### config.mk
export PLATFORM = sky130hd
export DESIGN_NAME = radio_interrupt_logic
export DESIGN_NICKNAME = d
export VERILOG_FILES = /design/src/irq_pkg.sv /design/src/radio_interrupt_logic.sv /design/src/irq_flags.sv /design/src/irq_pin.sv
export SDC_FILE = /design/constraint.sdc
export NUM_CORES = 1
export LEC_CHECK = 0
export BUFFER_PORTS_ARGS = -buffer_cell sky130_fd_sc_hd__buf_2
export CAP_MARGIN = 20
export CELL_PAD_IN_SITES_DETAIL_PLACEMENT = 0
export CELL_PAD_IN_SITES_GLOBAL_PLACEMENT = 2
export CORE_AREA = 4 4 90 155
export DETAILED_ROUTE_END_ITERATION = 7
export DIE_AREA = 0 0 94 159
export GPL_ROUTABILITY_DRIVEN = 1
export MAX_ROUTING_LAYER = met4
export PLACE_DENSITY = 0.86
export SETUP_SLACK_MARGIN = 0.3
export SLEW_MARGIN = 30
export SYNTH_ARGS = -nofsm -noshare
export SYNTH_HDL_FRONTEND = slang
export SYNTH_SLANG_ARGS = --single-unit
### constraint.sdc
create_clock -name aclk -period 1.7 [get_ports aclk]
set_clock_uncertainty 0.1 [all_clocks]
set_input_delay 0.34 -clock aclk [delete_from_list [all_inputs] [get_ports aclk]]
set_output_delay 0.34 -clock aclk [all_outputs]
set_load 0.05 [all_outputs]
### src/irq_pkg.sv
// package: register map, field positions, reset values and carrier types
package irq_pkg;
  // ------------------------------------------------------------
  // register map (byte addresses)
  // ------------------------------------------------------------
  localparam logic [7:0] CTRL_ONE_ADDR = 8'h10;    // transceiver_control_register_one
  localparam logic [7:0] MASK_ADDR = 8'h38;        // interrupt enable mask
  localparam logic [7:0] STATUS_ADDR = 8'h3C;      // interrupt status, clear on read
  localparam logic [7:0] EVENT_ADDR = 8'h40;       // event injection, write only
  localparam logic [7:0] MISC_ADDR = 8'h44;        // misc state readback
  localparam logic [7:0] CTRL_ONE_RESET = 8'h22;
  localparam logic [7:0] MASK_RESET = 8'h00;
  localparam logic [7:0] STATUS_RESET = 8'h00;
  // ------------------------------------------------------------
  // field positions
  // ------------------------------------------------------------
  localparam int POLARITY_BIT = 0;
  localparam int POLL_MODE_BIT = 1;
  localparam int EMPTY_IND_BIT = 7;   // frame-buffer-empty indicator enable, spare bit
  localparam int BIT_PLL_LOCK = 0;
  localparam int BIT_PLL_UNLOCK = 1;
  localparam int BIT_RX_START = 2;
  localparam int BIT_FRAME_DONE = 3;
  localparam int BIT_MEASURE = 4;
  localparam int BIT_ADDR_MATCH = 5;
  localparam int BIT_VIOLATION = 6;
  localparam int BIT_SUPPLY_LOW = 7;
  localparam int NUM_EVENTS = 9;
  localparam logic [1:0] RESP_OKAY = 2'b00;
  localparam logic [1:0] RESP_SLVERR = 2'b10;

  // nine event strobes from the radio core
  typedef struct packed {
    logic supply_low_event;
    logic buffer_access_violation_event;
    logic address_match_event;
    logic channel_measure_done_event;
    logic wake_complete_event;
    logic frame_complete_event;
    logic rx_start_event;
    logic pll_unlock_event;
    logic pll_lock_event;
  } event_type;

  // configuration seen by the flag logic
  typedef struct packed {
    logic [7:0] mask;
    logic poll_mode;
  } flag_cfg_type;
endpackage

### src/radio_interrupt_logic.sv
// top of the radio interrupt logic with its axi4-lite register slave
module radio_interrupt_logic
  import irq_pkg::*;
(
  // clock, reset, enable
  input wire logic aclk,
  input wire logic aresetn,
  input wire logic ce,
  // axi4-lite write address and data
  input wire logic [7:0] s_axi_awaddr,
  input wire logic s_axi_awvalid,
  output logic s_axi_awready,
  input wire logic [31:0] s_axi_wdata,
  input wire logic [3:0] s_axi_wstrb,
  input wire logic s_axi_wvalid,
  output logic s_axi_wready,
  // axi4-lite write response
  output logic [1:0] s_axi_bresp,
  output logic s_axi_bvalid,
  input wire logic s_axi_bready,
  // axi4-lite read
  input wire logic [7:0] s_axi_araddr,
  input wire logic s_axi_arvalid,
  output logic s_axi_arready,
  output logic [31:0] s_axi_rdata,
  output logic [1:0] s_axi_rresp,
  output logic s_axi_rvalid,
  input wire logic s_axi_rready,
  // event sources from the radio core
  input wire event_type events,
  input wire logic tx_busy,
  input wire logic buf_read_active,
  input wire logic buf_empty,
  // outputs to pins and core
  output logic irq_out,
  output logic amp_off_r
);
  // ------------------------------------------------------------
  // registers
  // ------------------------------------------------------------
  logic [7:0] ctrl_one_r;
  logic [7:0] mask_r;
  logic [7:0] flags;
  event_type sw_event_r;
  event_type all_events;
  flag_cfg_type cfg;
  logic status_clear;

  // write channel state
  logic [7:0] awaddr_r;
  logic aw_held_r;
  logic [31:0] wdata_r;
  logic [3:0] wstrb_r;
  logic w_held_r;
  logic do_write;

  // read channel state
  logic [31:0] rdata_nxt;
  logic [1:0] rresp_nxt;
  logic read_take;

  // mapped-address check for the write response; the read mux decodes its own default
  function automatic logic mapped(input logic [7:0] a);
    return a == CTRL_ONE_ADDR || a == MASK_ADDR || a == STATUS_ADDR ||
           a == EVENT_ADDR || a == MISC_ADDR;
  endfunction

  // ------------------------------------------------------------
  // write channel: address and data taken in either order
  // ------------------------------------------------------------
  assign s_axi_awready = ce && !aw_held_r && !s_axi_bvalid;
  assign s_axi_wready = ce && !w_held_r && !s_axi_bvalid;
  assign do_write = ce && aw_held_r && w_held_r && !s_axi_bvalid;

  // hold address until both halves arrive
  always_ff @(posedge aclk) begin
    if (!aresetn) begin
      aw_held_r <= 1'b0;
      awaddr_r <= 8'h00;
    end else if (ce) begin
      if (s_axi_awvalid && s_axi_awready) begin
        aw_held_r <= 1'b1;
        awaddr_r <= s_axi_awaddr;
      end else if (do_write) begin
        aw_held_r <= 1'b0;
      end
    end
  end

  // hold data until both halves arrive
  always_ff @(posedge aclk) begin
    if (!aresetn) begin
      w_held_r <= 1'b0;
      wdata_r <= 32'h0000_0000;
      wstrb_r <= 4'h0;
    end else if (ce) begin
      if (s_axi_wvalid && s_axi_wready) begin
        w_held_r <= 1'b1;
        wdata_r <= s_axi_wdata;
        wstrb_r <= s_axi_wstrb;
      end else if (do_write) begin
        w_held_r <= 1'b0;
      end
    end
  end

  // write response one cycle after both halves are held
  always_ff @(posedge aclk) begin
    if (!aresetn) begin
      s_axi_bvalid <= 1'b0;
      s_axi_bresp <= RESP_OKAY;
    end else if (ce) begin
      if (do_write) begin
        s_axi_bvalid <= 1'b1;
        s_axi_bresp <= mapped(awaddr_r) ? RESP_OKAY : RESP_SLVERR;
      end else if (s_axi_bready) begin
        s_axi_bvalid <= 1'b0;
      end
    end
  end

  // ------------------------------------------------------------
  // configuration registers
  // ------------------------------------------------------------
  // only the low byte lane carries control and mask register data
  always_ff @(posedge aclk) begin
    if (!aresetn) begin
      ctrl_one_r <= CTRL_ONE_RESET;
      mask_r <= MASK_RESET;
    end else if (ce && do_write && wstrb_r[0]) begin
      if (awaddr_r == CTRL_ONE_ADDR) begin
        ctrl_one_r <= wdata_r[7:0];
      end
      if (awaddr_r == MASK_ADDR) begin
        mask_r <= wdata_r[7:0];
      end
    end
  end

  // software event injection: one-cycle strobes, handy for bring-up
  always_ff @(posedge aclk) begin
    if (!aresetn) begin
      sw_event_r <= '0;
    end else if (ce) begin
      if (do_write && awaddr_r == EVENT_ADDR && wstrb_r[0] && wstrb_r[1]) begin
        sw_event_r <= event_type'(wdata_r[NUM_EVENTS-1:0]);
      end else begin
        sw_event_r <= '0;
      end
    end
  end

  assign all_events = events | sw_event_r;
  assign cfg.mask = mask_r;
  assign cfg.poll_mode = ctrl_one_r[POLL_MODE_BIT];

  // ------------------------------------------------------------
  // read channel
  // ------------------------------------------------------------
  assign s_axi_arready = ce && !s_axi_rvalid;
  assign read_take = s_axi_arvalid && s_axi_arready;
  // reading status clears every flag with no new event in the same edge the data is caught
  assign status_clear = read_take && s_axi_araddr == STATUS_ADDR;

  // read data mux
  always_comb begin
    rdata_nxt = 32'h0000_0000;
    rresp_nxt = RESP_OKAY;
    unique case (s_axi_araddr)
      CTRL_ONE_ADDR: rdata_nxt[7:0] = ctrl_one_r;
      MASK_ADDR: rdata_nxt[7:0] = mask_r;
      STATUS_ADDR: rdata_nxt[7:0] = flags;
      MISC_ADDR: rdata_nxt[1:0] = {amp_off_r, irq_out};
      EVENT_ADDR: rdata_nxt = 32'h0000_0000;
      default: rresp_nxt = RESP_SLVERR;
    endcase
  end

  // registered read answer
  always_ff @(posedge aclk) begin
    if (!aresetn) begin
      s_axi_rvalid <= 1'b0;
      s_axi_rdata <= 32'h0000_0000;
      s_axi_rresp <= RESP_OKAY;
    end else if (ce) begin
      if (read_take) begin
        s_axi_rvalid <= 1'b1;
        s_axi_rdata <= rdata_nxt;
        s_axi_rresp <= rresp_nxt;
      end else if (s_axi_rready) begin
        s_axi_rvalid <= 1'b0;
      end
    end
  end

  // ------------------------------------------------------------
  // flags and pin
  // ------------------------------------------------------------
  irq_flags u_flags (
    .aclk(aclk),
    .aresetn(aresetn),
    .ce(ce),
    .events(all_events),
    .cfg(cfg),
    .clear(status_clear),
    .flags_r(flags)
  );

  irq_pin u_pin (
    .aclk(aclk),
    .aresetn(aresetn),
    .ce(ce),
    .flags(flags),
    .mask(mask_r),
    .polarity(ctrl_one_r[POLARITY_BIT]),
    .empty_ind_en(ctrl_one_r[EMPTY_IND_BIT]),
    .buf_read_active(buf_read_active),
    .buf_empty(buf_empty),
    .irq_out_r(irq_out)
  );

  // amplifier shut off at once on unlock while transmitting; released on lock or whenever tx_busy is low
  always_ff @(posedge aclk) begin
    if (!aresetn) begin
      amp_off_r <= 1'b0;
    end else if (ce) begin
      if (all_events.pll_unlock_event && tx_busy) begin
        amp_off_r <= 1'b1;
      end else if (all_events.pll_lock_event || !tx_busy) begin
        amp_off_r <= 1'b0;
      end
    end
  end

  // ------------------------------------------------------------
  // assertions
  // ------------------------------------------------------------
  reset_mask_a: assert property (@(posedge aclk)
    !aresetn |=> mask_r == 8'h00 && ctrl_one_r[POLL_MODE_BIT] && !ctrl_one_r[POLARITY_BIT])
    else $error("reset values of mask or control wrong");
  amp_cut_a: assert property (@(posedge aclk) disable iff (!aresetn)
    ce && all_events.pll_unlock_event && tx_busy |=> amp_off_r)
    else $error("amplifier not switched off on unlock");
  status_read_a: assert property (@(posedge aclk) disable iff (!aresetn)
    ce && read_take && s_axi_araddr == STATUS_ADDR
    |=> s_axi_rvalid && s_axi_rdata[7:0] == $past(flags))
    else $error("status read data wrong");
  bresp_hold_a: assert property (@(posedge aclk) disable iff (!aresetn)
    s_axi_bvalid && !s_axi_bready |=> s_axi_bvalid)
    else $error("write response dropped early");
  write_cover_c: cover property (@(posedge aclk) do_write && awaddr_r == MASK_ADDR);
  read_cover_c: cover property (@(posedge aclk) status_clear && flags != 8'h00);
  amp_cover_c: cover property (@(posedge aclk) amp_off_r);
endmodule

### src/irq_flags.sv
// sticky status flags with mask, polling mode and clear-on-read
module irq_flags
  import irq_pkg::*;
(
  // clock and reset
  input wire logic aclk,
  input wire logic aresetn,
  input wire logic ce,
  // events and control
  input wire event_type events,
  input wire flag_cfg_type cfg,
  input wire logic clear,
  // state
  output logic [7:0] flags_r
);
  logic [7:0] raw;
  logic [7:0] rec;
  logic [7:0] flags_nxt;

  // fold nine events into eight bits; bit 4 shared by two functions
  always_comb begin
    raw = 8'h00;
    raw[BIT_SUPPLY_LOW] = events.supply_low_event;
    raw[BIT_VIOLATION] = events.buffer_access_violation_event;
    raw[BIT_ADDR_MATCH] = events.address_match_event;
    raw[BIT_MEASURE] = events.channel_measure_done_event | events.wake_complete_event;
    raw[BIT_FRAME_DONE] = events.frame_complete_event;
    raw[BIT_RX_START] = events.rx_start_event;
    raw[BIT_PLL_UNLOCK] = events.pll_unlock_event;
    raw[BIT_PLL_LOCK] = events.pll_lock_event;
  end

  // masked events recorded only in polling mode
  assign rec = cfg.poll_mode ? raw : (raw & cfg.mask);

  // set wins over clear; pll pair cancels each other
  always_comb begin
    flags_nxt = (clear ? 8'h00 : flags_r) | rec;
    if (rec[BIT_PLL_LOCK] && !rec[BIT_PLL_UNLOCK]) begin
      flags_nxt[BIT_PLL_UNLOCK] = 1'b0;
    end
    if (rec[BIT_PLL_UNLOCK] && !rec[BIT_PLL_LOCK]) begin
      flags_nxt[BIT_PLL_LOCK] = 1'b0;
    end
  end

  // status register
  always_ff @(posedge aclk) begin
    if (!aresetn) begin
      flags_r <= STATUS_RESET;
    end else if (ce) begin
      flags_r <= flags_nxt;
    end
  end

  // ------------------------------------------------------------
  // assertions
  // ------------------------------------------------------------
  sticky_hold_a: assert property (@(posedge aclk) disable iff (!aresetn)
    ce && !clear && rec == 8'h00 |=> flags_r == $past(flags_r))
    else $error("flag changed without event or clear");
  read_clears_a: assert property (@(posedge aclk) disable iff (!aresetn)
    ce && clear && rec == 8'h00 |=> flags_r == 8'h00)
    else $error("status read did not clear flags");
  set_beats_clear_a: assert property (@(posedge aclk) disable iff (!aresetn)
    ce && clear && rec[BIT_VIOLATION] |=> flags_r[BIT_VIOLATION])
    else $error("event lost against clear");
  pll_exclusive_a: assert property (@(posedge aclk) disable iff (!aresetn)
    ce && rec[BIT_PLL_LOCK] && !rec[BIT_PLL_UNLOCK] |=> !flags_r[BIT_PLL_UNLOCK])
    else $error("lock did not clear unlock");
  no_record_a: assert property (@(posedge aclk) disable iff (!aresetn)
    ce && !cfg.poll_mode && cfg.mask == 8'h00 && (clear || flags_r == 8'h00)
    |=> flags_r == 8'h00)
    else $error("event recorded with zero mask");
  poll_record_a: assert property (@(posedge aclk) disable iff (!aresetn)
    ce && cfg.poll_mode && events.wake_complete_event |=> flags_r[BIT_MEASURE])
    else $error("polled event not recorded");
  shared_cover_c: cover property (@(posedge aclk) events.wake_complete_event && cfg.mask[4]);
endmodule

### src/irq_pin.sv
// interrupt pin driver: or of enabled flags, polarity, indicator override
module irq_pin
  import irq_pkg::*;
(
  // clock and reset
  input wire logic aclk,
  input wire logic aresetn,
  input wire logic ce,
  // state and config
  input wire logic [7:0] flags,
  input wire logic [7:0] mask,
  input wire logic polarity,
  input wire logic empty_ind_en,
  input wire logic buf_read_active,
  input wire logic buf_empty,
  // pin
  output logic irq_out_r
);
  logic pending;

  // only enabled flags reach the pin, whatever the polling mode
  assign pending = |(flags & mask);

  // registered pin; indicator is always active high and ignores polarity
  always_ff @(posedge aclk) begin
    if (!aresetn) begin
      irq_out_r <= 1'b0;
    end else if (ce) begin
      if (empty_ind_en && buf_read_active) begin
        irq_out_r <= buf_empty;
      end else begin
        irq_out_r <= pending ^ polarity;
      end
    end
  end

  pin_level_a: assert property (@(posedge aclk) disable iff (!aresetn)
    ce && !(empty_ind_en && buf_read_active) |=> irq_out_r == ($past(pending) ^ $past(polarity)))
    else $error("interrupt pin level wrong");
  pin_cover_c: cover property (@(posedge aclk) ce && pending && polarity);
endmodule

Word-level counts from Yosys, hierarchy flattened. Index checks and enable logic that the tools add are counted.

Flip-flop bits (word level): 70. Bits of input ports: 72.

Eq/ne operators: 10. Multiplexer cells: 19. Bitwise operators: 6. Reductions and logical operators: 51.

Operator list (number): 8-bit by 6-bit equality test with 1-bit output (second input constant) (4); 8-bit by 7-bit equality test with 1-bit output (second input constant) (4); 2-bit AND reduction (11); 1-bit logical AND (21); 6-bit case mux with 3 select lines (1); 8-bit bitwise AND (2); 8-bit by 5-bit equality test with 1-bit output (second input constant) (2); 8-bit 2-to-1 mux (2); 1-bit 2-to-1 mux (12); 2-bit nonzero test (5); 9-bit 2-to-1 mux (1); 9-bit bitwise OR (1); 8-bit bitwise OR (1); 2-bit case mux with 4 select lines (1); 8-bit OR reduction (1); 1-bit logical NOT (7); 1-bit logical OR (5); 5-bit OR reduction (1); 2-bit 2-to-1 mux (2); 1-bit bitwise OR (1); 1-bit bitwise XOR (1).

Longest topological paths before layout.
Depth after elaboration: 7. Gate-level depth with buffers: 6. Depth with buffers taken out: 4.

Modules after synthesis. A second synthesis with hierarchy kept.

Cells, all modules: 376. Area total of the unflattened synthesis: 3333.2 µm².

Modules (own cells, without submodules): radio_interrupt_logic (instances 1, cells an instance 325, area an instance 2805.2 µm², sequential area each 1181.1 µm²); irq_flags (instances 1, cells an instance 38, area an instance 425.4 µm², sequential area each 160.2 µm²); irq_pin (instances 1, cells an instance 13, area an instance 102.6 µm², sequential area each 20.0 µm²).

Worst setup path before layout. No wires, ideal clock.

Kind: register -> register. Start: register s_axi_bvalid. End: register awaddr_r[0]. Arrival time: 2.428 ns. Required time: 1.477 ns. Slack: -0.951 ns. Cell stages (with the launch flop): 5. Path buffers: 0. Clock period less this slack: 2.651 ns. Cells stage by stage: dfxtp_1 > nor3b_1 > nand2_1 > nand2_1 > a21boi_0.

Cells in the longest elaborated chain, start to end: 4.

RTL lines: start: declaration (line radio_interrupt_logic.sv:19) `output logic s_axi_bvalid,`; start signal: assignment (line radio_interrupt_logic.sv:110) `s_axi_bvalid <= 1'b0;`; start signal: assignment (line radio_interrupt_logic.sv:114) `s_axi_bvalid <= 1'b1;`; start signal: assignment (line radio_interrupt_logic.sv:117) `s_axi_bvalid <= 1'b0;`; 1-bit logical NOT (line radio_interrupt_logic.sv:71) `assign s_axi_awready = ce && !aw_held_r && !s_axi_bvalid;`; 1-bit logical AND (line radio_interrupt_logic.sv:71); net s_axi_awready (line radio_interrupt_logic.sv:12) `output logic s_axi_awready,`; 1-bit logical AND (line radio_interrupt_logic.sv:81) `if (s_axi_awvalid && s_axi_awready) begin`; 2-bit AND reduction (no line); end signal: assignment (line radio_interrupt_logic.sv:83) `awaddr_r <= s_axi_awaddr;`; end: declaration (line radio_interrupt_logic.sv:50) `logic [7:0] awaddr_r;`.

The timed path passes the listed nets, and every way through them passes these cells. A chain may end at the register's enable or synchronous reset.

Final worst setup path.
Start: input s_axi_araddr[1]. End: register u_flags.flags_r[4].

Cells in the longest elaborated chain, start to end: 4.

RTL lines: start: declaration (line radio_interrupt_logic.sv:22) `input wire logic [7:0] s_axi_araddr,`; 8-bit by 6-bit equality test with 1-bit output (line radio_interrupt_logic.sv:163) `assign status_clear = read_take && s_axi_araddr == STATUS_ADDR;`; 1-bit logical AND (line radio_interrupt_logic.sv:163); 8-bit 2-to-1 mux (line irq_flags.sv:38) `flags_nxt = (clear ? 8'h00 : flags_r) | rec;`; 8-bit bitwise OR (line irq_flags.sv:38); end signal: assignment (line irq_flags.sv:52) `flags_r <= flags_nxt;`; end: declaration (line irq_flags.sv:14) `output logic [7:0] flags_r`.

No other way between the ends.

==> qor.csv <==
stage,metric,value,unit
setup_path,Worst Setup SP,s_axi_araddr[1],
synth,"Seq/Total Area, Yosys",0.4207,
hold_path,hold path startpoint,s_axi_awaddr[7],
sta,fin. max-slew vios,0,
clocking,total CTS buffers,9,
setup_path,CP Capture Type,flip-flop,
synth,Ys Warns,0,
global_routing,M3 GR Usage,0.02317,
setup_path,Worst path slowest cell,or4_4,
finish,number of diodes,0,
sta,Relative slew margins,0.4886,
setup_path,CP startpoint kind,primary input,
synth,ys async rst share,0,
die,Die H,159,microns
setup_path,Critical Path Fanout Max,8,
synth,Syn Std Cell Area,3236,sq um
sta,crit share post-route,0.9257,
setup_path,reg2reg end,sw_event_r[6],
flow_run,Max Cap Viol,0,
setup_path,CP Cell Sequence,buf_6 -> or3_4 -> or4_4 -> a21oi_2 -> nor2b_1,
routing,DRT Pass-1 Iters,4,
synth,share of the synthesized area in the top cell type,0.4207,
synth,unique cell type count in the Yosys netlist,52,
finish,layout cells sized above 1,0.3596,
power_and_ir_drop,maximum vdd drop,405.4,uV
clocking,clock sink count,68,
routing,total number of vias,2762,
routing,Residual DRC,0,
hold_path,Min-Delay Endpoint,awaddr_r[7],
clocking,Root Driver,clkbuf_16,
place,Post-DP HPWL,6931,microns
synth,ys flop type,dfxtp_1,
routing,Vias/cell,4.506,
die,die footprint,14950,sq um
clocking,latest clock arrival within the worst-skew pair,0.33,ns
clocking,CTS tree,yes,
power_and_ir_drop,Power Total,4.156,mW
die,Initial Util,0.2575,
hold_path,hold depth,3,
setup_path,RR Startpoint,s_axi_bvalid,
place,Placement Cell Area,3877,sq um
die,Core Area,12570,sq um
routing,Post-DRT Antenna Nets,0,
sta,time the worst path needs with I/O delays and setup,1.574,ns
synth,"top cells by area, synth","dfxtp_1 (42%), mux2i_1 (6.8%), nand2_1 (6.7%)",
finish,Layout Nets,512,
sta,final setup fails,0,
setup_path,crit path kind,in -> reg,
hold_path,Hold Path Class,in -> reg,
setup_path,Reg2Reg Depth,6,
global_routing,GR Util met2,0.2206,
synth,"EDFF count, synth",0,
setup_path,Worst Path Arrival,1.70,ns
global_routing,first-pass GRT wire length,13890,microns
sta,Worst Tran Pin Value,0.7655,ns
die,io pins,115,
setup_path,"Req. time, crit path",1.82,ns
clocking,Worst-path clk slew,0.05,ns
global_routing,gr usage total,0.1222,
finish,Final Instance Area,4484,sq um
synth,Synth area leader,dfxtp_1,
global_routing,GRT Residual Overflow,0,
synth,Gate Count Post-Synth,352,
outcome,status,"finished, final reports clean",
routing,Routed Wire Length,9037,microns
die,Die X,94,microns
synth,Seq cells post-synth,68,
global_routing,met1 global-route usage,0.1164,
clocking,H-tree depth,3,
place,Port Buffers,63,
finish,Synth-to-Final Area Change,38.59,%
global_routing,layer with the highest usage,met2,
power_and_ir_drop,Pleak,1.817,nW
routing,1st-iter DRT viols,104,
global_routing,vias in the first global route,2780,
setup_path,R2R Setup Slk,0.15,ns
sta,Final Hold Viols,0,
sta,unrepaired setup endpoints after global routing,yes,
die,FP Rows,54,
sta,maximum clock frequency,635.5,MHz
global_routing,largest net degree at the start of global routing,31,
power_and_ir_drop,Power Density,926.7,nW/um^2
place,GPL Wtd Cong,0.8411,
routing,DR WL/cell,14.74,microns
global_routing,initial antenna violation count,0,
clocking,Max clock buf depth,2,
setup_path,critical path's largest stage delay,0.65,ns
synth,Synth Area per Inst,9.192,sq um
layer usage:
metal / part of all wire / vias up
li1: - / 1378
met1: 0.36 / 1287
met2: 0.56 / 76
met3: 0.041 / 21
met4: 0.038 / 0
met5: 0 / -
cells in the final DEF (no fill, tap or decap), types with 3 or more instances in the layout:
cell type  netlist  layout
o21ai_0          5       5
buf_6            2      16
nor2_1           5       3
nand2_2          0       5
nand2b_1         4       4
mux2i_1         22      22
o221ai_1         7       7
conb_1           1      26
a22o_1          15      15
clkbuf_16        0       9
nand4_1          4       4
o2bb2ai_2        0       6
nor2b_1         24      23
buf_2            6      50
nand3_1          6       4
clkbuf_4         0       4
dfxtp_1         68      64
nand2_1         58      53
a21boi_1         8      27
clkbuf_8         0       4
a22oi_1          4       4
buf_4           27      26
where the power goes:
part / switching (mW) / internal, mW
sequential: 0.0413 / 1.64
clock: 0.651 / 1.29
combinational: 0.341 / 0.192
layout make-up:
cell class	count	area (sq um)
clock inverters	3	41.29
multi-input cells	261	1883
fillers	1322	8083
well taps	168	210.2
clock buffers	13	280.3
repair buffers	98	690.7
flip-flops and latches	68	1371
inverters	2	7.507
sequential cells by signal (all words and copies together), names as in the netlist, 2 cells and up:
| name | cells |
|---|---|
| wstrb_r | 2 |
| wdata_r | 9 |
| mask_r | 8 |
| sw_event_r | 9 |
| u_flags.flags_r | 8 |
| ctrl_one_r | 8 |
| awaddr_r | 8 |
| s_axi_rdata | 8 |
worst max-delay path: cells and delay by family:
family                 cells  cell delay (ns)
AO/OA/AOI/OAI              1             0.15
AND/OR/NAND/NOR            3             1.12
buffers and inverters      1             0.09
stage by stage:
step	instances	hold WS, ns	worst slack (ns)	TNS (ns)	utilization
floorplan	377	0.3305	0.01112	0	-
global placement	586	0.3436	-0.1192	-0.9908	0.3085
detailed placement	586	0.3496	-0.1372	-1.399	0.3085
CTS	609	0.1406	0.1241	0	0.3447
global route	613	0.1494	0.06701	0	0.3568
finish	613	0.1492	0.1263	0	0.3568
Yosys cell counts, drive strengths merged (2+ instances only):
master and n:
nor2b 24, a21oi 3, nor2 5, a221oi 2
or3b 2, nand3 6, o21ai 7, and2 3
nor3b 3, dfxtp 68, nor4 3, a21boi 29
o2bb2ai 6, or3 3, mux2i 22, a22o 15
a22oi 4, nand3b 2, inv 2, nand2b 4
nand2 58, a2111oi 2, o221ai 7, clkbuf 12
nor3 3, buf 36, nand4 4, and4b 2
repair_timing:
| item | 4_1_cts | 5_1_grt |
|---|---|---|
| resized for setup | 24 | 30 |
| hold buffers | 0 | 0 |
| setup endpoints to repair | 48 | 66 |
| buffers inserted | 6 | 3 |
| cloned | 1 | 1 |
| pin swaps | 18 | 12 |
worst max path at each step:
stage / to / slack [ns]
3_5_place_dp: s_axi_rdata[0] / -0.14
2_1_floorplan: s_axi_rdata[2] / 0.01
6_report: u_flags.flags_r[4] / 0.13
4_1_cts: sw_event_r[0] / 0.12
5_1_grt: u_flags.flags_r[4] / 0.07
3_3_place_gp: u_flags.flags_r[4] / -0.12
cell families (layout without fill, tap and decap cells):
| group | after synthesis | count (layout) | synth area share |
|---|---|---|---|
| buffers and inverters | 50 | 116 | 0.09628 |
| other | 1 | 26 | 0.001159 |
| AO/OA/AOI/OAI | 83 | 83 | 0.2034 |
| multiplexers | 22 | 22 | 0.06806 |
| flip-flops | 68 | 68 | 0.4207 |
| XOR/XNOR | 1 | 1 | 0.002707 |
| AND/OR/NAND/NOR | 127 | 129 | 0.2077 |
No activity file was read; power rests on OpenSTA's default activity.
